<file path="src/logic/qpse_pkg.sv">
// Constants, encodings and state layout of the four-port power sequencer.
// Assumes a 10 MHz system clock; slow timing is counted in 1 ms ticks.
package qpse_pkg;

   localparam int NPORT = 4;

   // Clock and derived cycle counts.
   localparam int CLK_PERIOD_NS = 100;
   localparam int T_CLAMP_NS    = 10000;
   localparam int CLAMP_CYC     = (T_CLAMP_NS + CLK_PERIOD_NS - 1) / CLK_PERIOD_NS;
   localparam int T_TICK_NS     = 1000000;
   localparam int TICK_CYC      = T_TICK_NS / CLK_PERIOD_NS;

   // Sequence timing in 1 ms ticks.
   localparam logic [11:0] T_SETTLE_MS  = 12'h0014;
   localparam logic [11:0] T_MARK_MS    = 12'h000A;
   localparam logic [11:0] T_START_MS   = 12'h003C;
   localparam logic [11:0] T_DISC_MS    = 12'h015E;
   localparam logic [11:0] T_BACKOFF_MS = 12'h02EE;
   localparam logic [11:0] T_GAP_EP_MS  = 12'h0064;
   localparam logic [11:0] T_GAP_MID_MS = 12'h07D0;

   // Overload integrator: up by 15 while overloaded, down by 1 otherwise.
   localparam logic [9:0] OVL_UP    = 10'h00F;
   localparam logic [9:0] OVL_DN    = 10'h001;
   localparam logic [9:0] OVL_LIMIT = 10'h384;

   // Currents in 100 uA counts.
   localparam logic [15:0] I_LIM_400 = 16'h0FA0;
   localparam logic [15:0] I_LIM_800 = 16'h1F40;
   localparam logic [15:0] I_DISC    = 16'h004B;
   localparam logic [15:0] RANGE_UP  = 16'h01F4;
   localparam logic [15:0] RANGE_DN  = 16'h01C2;
   localparam logic [16:0] SIG_DMIN  = 17'h0_0001;
   localparam logic [16:0] SIG_DMAX  = 17'h0_0003;
   localparam int          FOLD_SHIFT = 2;

   // Register indices.
   localparam logic [3:0] REG_MODE   = 4'h0;
   localparam logic [3:0] REG_CFG    = 4'h1;
   localparam logic [3:0] REG_EVENT  = 4'h2;
   localparam logic [3:0] REG_STATUS = 4'h3;
   localparam logic [3:0] REG_CUR0   = 4'h4;
   localparam logic [3:0] REG_VEE    = 4'h8;
   localparam logic [3:0] REG_CLS0   = 4'h9;

   // Field positions.
   localparam int MODE_AUTO   = 0;
   localparam int MODE_SLOPE  = 1;
   localparam int MODE_MIDSPAN = 2;
   localparam int CFG_HP0     = 0;
   localparam int CFG_LIM0    = 4;
   localparam int EV_DET      = 0;
   localparam int EV_CLS      = 1;
   localparam int EV_CUT      = 2;
   localparam int EV_DISC     = 3;
   localparam int EV_THERM    = 16;

   typedef enum logic [2:0] {
      FV_OFF = 3'h0, FV_4V = 3'h1, FV_8V = 3'h2, FV_18V = 3'h3, FV_MAIN = 3'h4
   } qpse_force_t;

   typedef enum logic [2:0] {
      IL_OFF = 3'h0, IL_3MA = 3'h1, IL_60MA = 3'h2, IL_7P5MA = 3'h3, IL_400 = 3'h4, IL_800 = 3'h5
   } qpse_ilim_t;

   typedef enum logic [5:0] {
      ST_IDLE    = 6'b00_0001,
      ST_DET     = 6'b00_0010,
      ST_CLS     = 6'b00_0100,
      ST_START   = 6'b00_1000,
      ST_ON      = 6'b01_0000,
      ST_BACKOFF = 6'b10_0000
   } qpse_state_t;

   typedef struct packed {
      qpse_state_t st;
      logic [1:0]  step;
      logic [11:0] ms;
      logic [15:0] i_a;
      logic [15:0] i_b;
      logic [9:0]  ovl;
      logic [6:0]  clamp;
      logic        lim_low;
      logic [15:0] cls;
      logic        range_hi;
   } qpse_port_t;

endpackage

</file>
<file path="src/logic/qpse_seq.sv">
// Four-port power sequencer: detection, classification, power-up, protection, disconnect.
// Assumes analog front end supplies raw measurements and comparator flags asynchronously.
//
// Behaviour
// - Detect at 4 V, 8 V, 4 V, 3 mA.
// - Signature valid only rising and falling compliant.
// - Good detection always starts classification.
// - Class probe at 18 V, 60 mA.
// - Standard power one event, high power two.
// - Current limit selectable 400 or 800 mA.
// - Short circuit cut at limit plus 25%.
// - Surge clamps gate at least 10 us.
// - Foldback scaled with programmed limit.
// - Slope mode drops limit to 7.5 mA.
// - Slope mode: no rise in 350 ms, off.
// - Current under 7.5 mA 350 ms, off.
// - Continuous current monitoring with range switching.
// - Thermal port shutdown reported as overload cut-off.
// - Over 120 C: all ports off, no detection.
// - Port current 16-bit, 100 uA per count.
// - Supply voltage 16-bit, 1 mV per count.
// - Reset into shutdown or autonomous by build.
// - Endpoint or midspan detection timing selectable.
// - Port voltage fault (port_vbad) treated as current limited.
// - Overload integrated by 15:1 up/down counter.
// - Overload over 60 ms after start cuts port.
// - Autonomous re-power after over 750 ms.
module qpse_seq #(
   parameter bit STARTUP_AUTO = 1'b1,
   parameter int TICK_CYCLES  = qpse_pkg::TICK_CYC
) (
   input  wire logic                clk,
   input  wire logic                sys_rst,
   input  wire logic [3:0]          reg_addr,
   input  wire logic [31:0]         reg_wdata,
   input  wire logic                reg_wr,
   input  wire logic                reg_rd,
   output logic [31:0]              reg_rdata,
   input  wire logic [3:0][15:0]    port_cur_raw,
   input  wire logic [15:0]         vee_raw,
   input  wire logic [3:0]          port_vrise,
   input  wire logic [3:0]          port_surge,
   input  wire logic [3:0]          port_hot,
   input  wire logic [3:0]          port_vbad,
   input  wire logic                die_hot,
   output logic [3:0][2:0]          port_force,
   output logic [3:0][2:0]          port_ilim,
   output logic [3:0]               port_gate_on,
   output logic [3:0]               port_clamp,
   output logic [3:0]               port_range_hi,
   output logic [3:0][15:0]         port_fold_ref
);
   import qpse_pkg::*;

   localparam int TW = $clog2(TICK_CYCLES + 1);

   typedef struct packed {
      qpse_port_t [3:0]  p;
      logic [TW-1:0]     tick_cnt;
      logic [2:0]        mode;
      logic [7:0]        cfg;
      logic [16:0]       ev;
      logic [31:0]       rdata;
      logic [3:0][15:0]  cur1;
      logic [3:0][15:0]  cur2;
      logic [15:0]       vee1;
      logic [15:0]       vee2;
      logic [16:0]       flg1;
      logic [16:0]       flg2;
   } qpse_all_t;

   qpse_all_t st_reg;
   qpse_all_t st_next;

   // Programmed operating limit in 100 uA counts.
   function automatic logic [15:0] qpse_lim(input logic hi);
      return hi ? I_LIM_800 : I_LIM_400;
   endfunction

   // Compact status code of a port state.
   function automatic logic [2:0] qpse_code(input qpse_state_t s);
      case (s)
         ST_DET:     qpse_code = 3'h1;
         ST_CLS:     qpse_code = 3'h2;
         ST_START:   qpse_code = 3'h3;
         ST_ON:      qpse_code = 3'h4;
         ST_BACKOFF: qpse_code = 3'h5;
         default:    qpse_code = 3'h0;
      endcase
   endfunction

   // All next-state logic: synchronisers, register port, and the four port sequencers.
   always_comb begin
      logic        tick;
      logic        hot;
      logic [15:0] cur;
      logic [15:0] lim;
      logic [16:0] d_up;
      logic [16:0] d_dn;
      logic        hp;
      logic        powered;
      logic        ovl;
      logic        cls_done;
      logic [11:0] gap;
      tick = 1'b0;
      hot = 1'b0;
      cur = '0;
      lim = '0;
      d_up = '0;
      d_dn = '0;
      hp = 1'b0;
      powered = 1'b0;
      ovl = 1'b0;
      cls_done = 1'b0;
      gap = '0;
      st_next = st_reg;
      st_next.rdata = '0;

      // Two-stage synchronisers; only the second stage is used below.
      st_next.cur1 = port_cur_raw;
      st_next.cur2 = st_reg.cur1;
      st_next.vee1 = vee_raw;
      st_next.vee2 = st_reg.vee1;
      st_next.flg1 = {die_hot, port_vbad, port_hot, port_surge, port_vrise};
      st_next.flg2 = st_reg.flg1;

      // Millisecond tick enable.
      if (st_reg.tick_cnt == TW'(TICK_CYCLES - 1)) begin
         st_next.tick_cnt = '0;
         tick = 1'b1;
      end else begin
         st_next.tick_cnt = st_reg.tick_cnt + TW'(1);
      end
      hot = st_reg.flg2[16];
      gap = st_reg.mode[MODE_MIDSPAN] ? T_GAP_MID_MS : T_GAP_EP_MS;

      // Register writes; event clears come first so a same-cycle event set wins.
      if (reg_wr) begin
         case (reg_addr)
            REG_MODE:  st_next.mode = reg_wdata[2:0];
            REG_CFG:   st_next.cfg = reg_wdata[7:0];
            REG_EVENT: st_next.ev = st_reg.ev & ~reg_wdata[16:0];
            default:   ;
         endcase
      end

      // Register reads; data stand only in the following cycle.
      if (reg_rd) begin
         case (reg_addr)
            REG_MODE:   st_next.rdata = {29'h0, st_reg.mode};
            REG_CFG:    st_next.rdata = {24'h0, st_reg.cfg};
            REG_EVENT:  st_next.rdata = {15'h0, st_reg.ev};
            REG_STATUS: st_next.rdata = {15'h0, hot, 4'h0, qpse_code(st_reg.p[3].st),
                                         qpse_code(st_reg.p[2].st), qpse_code(st_reg.p[1].st),
                                         qpse_code(st_reg.p[0].st)};
            REG_VEE:    st_next.rdata = {16'h0, st_reg.vee2};
            default: begin
               if (reg_addr >= REG_CUR0 && reg_addr < REG_VEE) begin
                  st_next.rdata = {16'h0, st_reg.cur2[reg_addr[1:0]]};
               end else if (reg_addr >= REG_CLS0 && reg_addr <= REG_CLS0 + 4'h3) begin
                  st_next.rdata = {16'h0, st_reg.p[2'(reg_addr - REG_CLS0)].cls};
               end
            end
         endcase
      end

      // Global thermal shutdown flag.
      if (hot) begin
         st_next.ev[EV_THERM] = 1'b1;
      end

      // Independent sequencer for each port.
      for (int i = 0; i < NPORT; i++) begin
         cur = st_reg.cur2[i];
         hp = st_reg.cfg[CFG_HP0 + i];
         lim = qpse_lim(st_reg.cfg[CFG_LIM0 + i]);
         powered = (st_reg.p[i].st == ST_START) || (st_reg.p[i].st == ST_ON);
         ovl = (cur > lim) || st_reg.flg2[12 + i];
         cls_done = 1'b0;

         // Surge clamp is held a fixed minimum so the normal limiter can take over.
         if (st_reg.flg2[4 + i]) begin
            st_next.p[i].clamp = 7'(CLAMP_CYC);
         end else if (st_reg.p[i].clamp != 7'h0) begin
            st_next.p[i].clamp = st_reg.p[i].clamp - 7'h1;
         end

         // Measurement range with hysteresis so it does not chatter near the boundary.
         if (cur >= RANGE_UP) begin
            st_next.p[i].range_hi = 1'b1;
         end else if (cur < RANGE_DN) begin
            st_next.p[i].range_hi = 1'b0;
         end

         if (hot || !st_reg.mode[MODE_AUTO]) begin
            // Over-temperature or shutdown mode: everything off, detection held off.
            st_next.p[i].st = ST_IDLE;
            st_next.p[i].step = 2'h0;
            st_next.p[i].ms = '0;
            st_next.p[i].ovl = '0;
            st_next.p[i].lim_low = 1'b0;
         end else if (powered && ((cur > lim + (lim >> 2)) || st_reg.flg2[8 + i])) begin
            // Short circuit or an overheating port at any current: immediate cut.
            st_next.p[i].st = ST_BACKOFF;
            st_next.p[i].ms = '0;
            st_next.ev[4*i + EV_CUT] = 1'b1;
         end else begin
            case (st_reg.p[i].st)
               ST_IDLE: begin
                  if (tick) begin
                     if (st_reg.p[i].ms >= gap) begin
                        st_next.p[i].st = ST_DET;
                        st_next.p[i].step = 2'h0;
                        st_next.p[i].ms = '0;
                     end else begin
                        st_next.p[i].ms = st_reg.p[i].ms + 12'h1;
                     end
                  end
               end
               ST_DET: begin
                  if (tick && st_reg.p[i].ms == T_SETTLE_MS) begin
                     st_next.p[i].ms = '0;
                     case (st_reg.p[i].step)
                        2'h0: begin
                           st_next.p[i].i_a = cur;
                           st_next.p[i].step = 2'h1;
                        end
                        2'h1: begin
                           st_next.p[i].i_b = cur;
                           st_next.p[i].step = 2'h2;
                        end
                        default: begin
                           d_up = {1'b0, st_reg.p[i].i_b} - {1'b0, st_reg.p[i].i_a};
                           d_dn = {1'b0, st_reg.p[i].i_b} - {1'b0, cur};
                           st_next.ev[4*i + EV_DET] = 1'b1;
                           st_next.p[i].step = 2'h0;
                           // Both slopes must fall inside the window; d_up/d_dn wrap if negative.
                           if (d_up >= SIG_DMIN && d_up <= SIG_DMAX &&
                               d_dn >= SIG_DMIN && d_dn <= SIG_DMAX) begin
                              st_next.p[i].st = ST_CLS;
                           end else begin
                              st_next.p[i].st = ST_IDLE;
                           end
                        end
                     endcase
                  end else if (tick) begin
                     st_next.p[i].ms = st_reg.p[i].ms + 12'h1;
                  end
               end
               ST_CLS: begin
                  if (tick && st_reg.p[i].ms ==
                      ((st_reg.p[i].step == 2'h1) ? T_MARK_MS : T_SETTLE_MS)) begin
                     st_next.p[i].ms = '0;
                     case (st_reg.p[i].step)
                        2'h0: begin
                           st_next.p[i].cls = cur;
                           if (hp) begin
                              st_next.p[i].step = 2'h1;
                           end else begin
                              cls_done = 1'b1;
                           end
                        end
                        2'h1:    st_next.p[i].step = 2'h2;
                        default: begin
                           st_next.p[i].cls = cur;
                           cls_done = 1'b1;
                        end
                     endcase
                  end else if (tick) begin
                     st_next.p[i].ms = st_reg.p[i].ms + 12'h1;
                  end
                  if (cls_done) begin
                     st_next.ev[4*i + EV_CLS] = 1'b1;
                     st_next.p[i].st = ST_START;
                     st_next.p[i].step = 2'h0;
                     st_next.p[i].ovl = '0;
                  end
               end
               ST_START: begin
                  // Start-up window: inrush may sit in limit without integrating overload.
                  if (tick) begin
                     if (st_reg.p[i].ms == T_START_MS - 12'h1) begin
                        st_next.p[i].st = ST_ON;
                        st_next.p[i].ms = '0;
                        st_next.p[i].lim_low = st_reg.mode[MODE_SLOPE];
                     end else begin
                        st_next.p[i].ms = st_reg.p[i].ms + 12'h1;
                     end
                  end
               end
               ST_ON: begin
                  if (tick) begin
                     // Net rise only when overloaded more than one tick in sixteen.
                     if (ovl) begin
                        st_next.p[i].ovl = st_reg.p[i].ovl + OVL_UP;
                     end else if (st_reg.p[i].ovl != '0) begin
                        st_next.p[i].ovl = st_reg.p[i].ovl - OVL_DN;
                     end
                     if (st_reg.mode[MODE_SLOPE]) begin
                        if (st_reg.p[i].lim_low && st_reg.flg2[i]) begin
                           st_next.p[i].lim_low = 1'b0;
                           st_next.p[i].ms = '0;
                        end else if (st_reg.p[i].ms >= T_DISC_MS - 12'h1) begin
                           st_next.p[i].ms = '0;
                           if (st_reg.p[i].lim_low) begin
                              st_next.p[i].st = ST_IDLE;
                              st_next.ev[4*i + EV_DISC] = 1'b1;
                           end else begin
                              st_next.p[i].lim_low = 1'b1;
                           end
                        end else begin
                           st_next.p[i].ms = st_reg.p[i].ms + 12'h1;
                        end
                     end else if (cur < I_DISC) begin
                        if (st_reg.p[i].ms >= T_DISC_MS) begin
                           st_next.p[i].st = ST_IDLE;
                           st_next.p[i].ms = '0;
                           st_next.ev[4*i + EV_DISC] = 1'b1;
                        end else begin
                           st_next.p[i].ms = st_reg.p[i].ms + 12'h1;
                        end
                     end else begin
                        st_next.p[i].ms = '0;
                     end
                     if (ovl && st_reg.p[i].ovl + OVL_UP >= OVL_LIMIT) begin
                        st_next.p[i].st = ST_BACKOFF;
                        st_next.p[i].ms = '0;
                        st_next.p[i].lim_low = 1'b0;
                        st_next.ev[4*i + EV_CUT] = 1'b1;
                     end
                  end
               end
               ST_BACKOFF: begin
                  // Re-power only goes through a fresh detection.
                  if (tick) begin
                     if (st_reg.p[i].ms == T_BACKOFF_MS) begin
                        st_next.p[i].st = ST_IDLE;
                        st_next.p[i].ms = gap;
                     end else begin
                        st_next.p[i].ms = st_reg.p[i].ms + 12'h1;
                     end
                  end
               end
               default: st_next.p[i].st = ST_IDLE;
            endcase
         end
      end
   end

   // State register; power-up mode comes from the build-time selection.
   always_ff @(posedge clk or posedge sys_rst) begin
      if (sys_rst) begin
         st_reg <= '0;
         for (int i = 0; i < NPORT; i++) begin
            st_reg.p[i].st <= ST_IDLE;
         end
         st_reg.mode <= {2'b00, STARTUP_AUTO};
      end else begin
         st_reg <= st_next;
      end
   end

   // Front-end drive decoded from the registered port states.
   always_comb begin
      logic [15:0] lim;
      logic        on;
      lim = '0;
      on = 1'b0;
      reg_rdata = st_reg.rdata;
      for (int i = 0; i < NPORT; i++) begin
         lim = qpse_lim(st_reg.cfg[CFG_LIM0 + i]);
         on = (st_reg.p[i].st == ST_START) || (st_reg.p[i].st == ST_ON);
         port_clamp[i] = st_reg.p[i].clamp != 7'h0;
         port_gate_on[i] = on && !port_clamp[i];
         port_range_hi[i] = st_reg.p[i].range_hi;
         port_fold_ref[i] = on ? (lim >> FOLD_SHIFT) : 16'h0000;
         case (st_reg.p[i].st)
            ST_DET: begin
               port_force[i] = (st_reg.p[i].step == 2'h1) ? FV_8V : FV_4V;
               port_ilim[i] = IL_3MA;
            end
            ST_CLS: begin
               port_force[i] = (st_reg.p[i].step == 2'h1) ? FV_8V : FV_18V;
               port_ilim[i] = IL_60MA;
            end
            ST_START, ST_ON: begin
               port_force[i] = FV_MAIN;
               if (st_reg.p[i].lim_low) begin
                  port_ilim[i] = IL_7P5MA;
               end else begin
                  port_ilim[i] = st_reg.cfg[CFG_LIM0 + i] ? IL_800 : IL_400;
               end
            end
            default: begin
               port_force[i] = FV_OFF;
               port_ilim[i] = IL_OFF;
            end
         endcase
      end
   end

endmodule

</file>
<file path="config.mk">
export PLATFORM = sky130hd
export DESIGN_NAME = qpse_seq
export DESIGN_NICKNAME = d
export VERILOG_FILES = /design/src/logic/qpse_pkg.sv /design/src/logic/qpse_seq.sv
export SDC_FILE = /design/constraint.sdc
export NUM_CORES = 2
export LEC_CHECK = 0
export BUFFER_PORTS_ARGS = -buffer_cell sky130_fd_sc_hd__buf_4
export CAP_MARGIN = 30
export CORE_MARGIN = 2
export CORE_UTILIZATION = 30
export CTS_BUF_LIST = sky130_fd_sc_hd__clkbuf_4
export CTS_CLUSTER_SIZE = 40
export DETAILED_ROUTE_END_ITERATION = 10
export GPL_TIMING_DRIVEN = 0
export PLACE_DENSITY_LB_ADDON = 0.15
export SKIP_LAST_GASP = 1
export SLEW_MARGIN = 5
export SYNTH_ARGS = -nofsm -noshare
export SYNTH_HDL_FRONTEND = slang
export SYNTH_SLANG_ARGS = --single-unit
</file>
<file path="constraint.sdc">
create_clock -name clk -period 20.8 [get_ports clk]
set_input_delay 0 -clock clk [delete_from_list [all_inputs] [get_ports clk]]
set_output_delay 0 -clock clk [all_outputs]
set_load 0.005 [all_outputs]
</file>
==> qor.csv <==
stage,metric,value,unit
outcome,status,"finished, final reports clean",
clock_tree,cts_buffers,182,
synthesis,synthArstFlopShare,100,%
synthesis,synth_edf_count,0,
place,portBuffers,206,
sta,tightest_slew,1.07,ns
sta,period_needed,4.92,ns
sta,rsz0062_at_grt,false,
die,die_area,132000,um2
layout,nets,5434,
clock_tree,clk_pin_slew,0.06,ns
power_and_ir_drop,p_per_area,61.5,nW/um2
clock_tree,h-tree-depth,4,
grt,antenna_found_initial,13,
power_and_ir_drop,leakage,21.9,nW
clock_tree,post-cts-setup-buffers,0,
clock_tree,cts_tree,yes,
clock_tree,worstSkewPairLatency,1.18,ns
grt,overflow,0,
sta,setup_tns,0,ns
die,io_pins,269,
synthesis,synth_top_area_cell,dfrtp_1,
routing,vias,36600,
routing,via_per_inst,5.33,
critical_path,endpoint_kind,flip-flop,
die,rows,131,
clock_tree,cts_root_buffer,clkbuf_4,
sta,skew,0.0968,ns
synthesis,ys_seq_area_share,38.9,%
layout,area_growth_syn_to_layout,25.7,%
sta,drv_slew,0,
place,postPlaceCellArea,42700,um2
die,start_util,30.3,%
sta,finalCritPeriodShare,23.6,%
clock_tree,clockBufferDepth,3,
sta,setup-violations-final,0,
synthesis,syn_inst,4270,
critical_path,worstPathArrival,5.89,ns
sta,max_slew_margin,28.9,%
synthesis,ys_ff_latch,601,
grt,grt_pass1_vias,36000,
sta,fmax,203,MHz
critical_path,crit_path_start_kind,flip-flop,
layout,largest_reg_flops,483,
critical_path,crit_required,21.78,ns
power_and_ir_drop,ir_drop,0.0000498,V
critical_path,crit_fanout,10,
flow_run,maxCapViolations,0,
place,place_hpwl,109000,um
routing,post_drt_wl_per_cell,21.4,um
synthesis,synthFlopType,dfrtp_1,
layout,drive_above_1_share,15.1,%
synthesis,ys_warn_count,0,
die,die_x,363,um
routing,finalWirelength,147000,um
critical_path,worstSetupPathType,flip-flop to flip-flop,
routing,first_pass_iters,5,
clock_tree,post_cts_resized,0,
place,place_inst,6197,
grt,grt_max_degree,118,
die,die_h,363,um
grt,groute.usage.overall,22.1,%
synthesis,synthTopCellsByArea,"dfrtp_1 (39%), ha_1 (7.2%), o21ai_0 (4.0%)",
clock_tree,clock_sinks,601,
worst_hold_path,hp-class,input port to flip-flop,
routing,drt_iter0_drc,3108,
sta,hold_viol_final,0,
routing,drc,0,
synthesis,ys_types,116,
synthesis,synth.avg_cell_area,9.06,um2
power_and_ir_drop,total_power,2.99,mW
synthesis,synth_top_area_share,38.5,%
die,core,128000,um2
layout,fillerInstances,13100,
layout,finalNonFillerCells,6876,
synthesis,syn-cell-area,38700,um2
grt,grt_pass1_wl,223000,um
place,globalplace.congestion,0.917,
layout,final_area,48600,um2
routing,drt.antenna.violating_nets,0,
==> cell usage after synthesis (24+ instances only) <==
library cell / instances
dfrtp_1: 596
nand2_1: 378
nor2_1: 316
o21ai_0: 312
inv_1: 271
a21oi_1: 251
ha_1: 222
clkbuf_1: 140
nand3_1: 120
nor3_1: 120
buf_4: 88
nand2b_1: 77
mux2_2: 74
nor2b_1: 71
nor4_1: 63
mux2i_1: 55
o31ai_1: 51
a21o_1: 50
nand4_1: 48
and3_1: 47
xnor2_1: 45
a31oi_1: 43
a211oi_1: 39
o211ai_1: 37
and2_1: 36
or4_1: 36
or3_1: 34
mux4_2: 32
o21a_1: 32
a22oi_1: 28
nor3b_1: 25
xor2_1: 25
nand3b_1: 24
==> power by group <==
part / internal [mW] / switching [mW]
Clock: 0.644 / 0.578
Sequential: 1.21 / 0.0661
Combinational: 0.199 / 0.288
Total: 2.06 / 0.933
==> metrics by stage <==
stage | util (%) | setup WS, ns | hold slack [ns]
global route | 38.0 | 15.68 | 0.0461
global placement | 33.2 | -4.26 | 0.109
CTS | 38.0 | 15.87 | 0.000434
detailed placement | 33.4 | 15.38 | 0.0416
finish | 38.0 | 15.88 | 0.142
floorplan | - | 3.99 | 0.0314
==> per-layer routing <==
layer | part of all wire [%] | vias up | routed length (um) | GRT usage (%)
li1 | - | 17300 | - | -
met3 | 6.2 | 228 | 9050 | 4.25
met4 | 3.1 | 4 | 4540 | 7.90
met5 | 0.014 | - | 21 | 0
met2 | 45 | 1168 | 66200 | 34.7
met1 | 46 | 18000 | 67200 | 30.1
==> worst max-delay path: stages (launching register included) <==
cell      delay [ns]
dfrtp_1         0.64
inv_1           0.41
ha_1            0.44
a2111o_1        0.38
o221ai_1        0.50
nand2_1         0.23
nand2_1         0.13
nand2_1         0.24
nor3_1          0.42
nand3_1         0.68
buf_2           0.48
mux2i_1         0.15
==> final timing paths <==
check                           depth (start not counted)      endpoint             start  slack, ns
worst max-delay path                                   11   st_reg[320]       st_reg[247]      15.88
worst min-delay path                                    3  st_next[114]  port_cur_raw[48]       0.14
worst max register to register                         11   st_reg[320]       st_reg[247]      15.88
worst min register to register                          0    st_reg[81]       st_next[81]       0.32
max in group asynchronous                               9   st_next[88]           sys_rst      18.21
min in group asynchronous                               5   st_reg[523]           sys_rst       0.67
==> cell type report <==
cell class	instances	area [um2]	area share, %
multi-input cells	3184	21500	44.1
flip-flops and latches	601	15000	30.9
repair buffers	567	5290	10.9
well taps	1662	2080	4.28
clock buffers	258	1940	3.98
plain buffers	255	1320	2.72
inverters	276	1040	2.15
clock inverters	61	425	0.875
diodes	12	30.0	0.0618
==> logic make-up (layout without fill, tap and decap cells) <==
group / count (synthesis) / count (layout) / synth area share (%)
AND/OR/NAND/NOR: 1496 / 1496 / 20.0
AO/OA/AOI/OAI: 1157 / 1157 / 19.7
flip-flops: 601 / 601 / 38.9
buffers and inverters: 531 / 1417 / 6.09
adder cells (fa/ha/maj): 230 / 230 / 7.59
multiplexers: 184 / 184 / 6.11
XOR/XNOR: 70 / 70 / 1.58
other: 1 / 59 / 0.00969
==> placed cells by master (no fill, tap or decap), types with 37 or more instances in the layout <==
master,netlist,final
xnor2_1,45,45
nand2b_1,77,77
clkbuf_4,0,258
nand4_1,48,48
nor3_1,120,120
a21o_1,50,50
nor2b_1,71,71
mux2_2,74,74
buf_4,88,295
conb_1,1,47
nand2_1,378,378
mux2i_1,55,55
o21ai_0,312,312
and3_1,47,47
nor4_1,63,63
ha_1,222,222
o31ai_1,51,51
dlygate4sd3_1,0,347
a31oi_1,43,43
o211ai_1,37,37
nand3_1,120,120
clkinv_1,2,45
nor2_1,316,316
inv_1,271,270
a21oi_1,251,251
clkbuf_1,140,140
dfrtp_1,596,596
a211oi_1,39,39
==> what timing repair did <==
action | CTS | global route
endpoints found under the setup margin | 0 | 0
hold endpoints to repair | 460 | 0
hold buffers | 348 | 0
(Power assumes the default switching activity.)
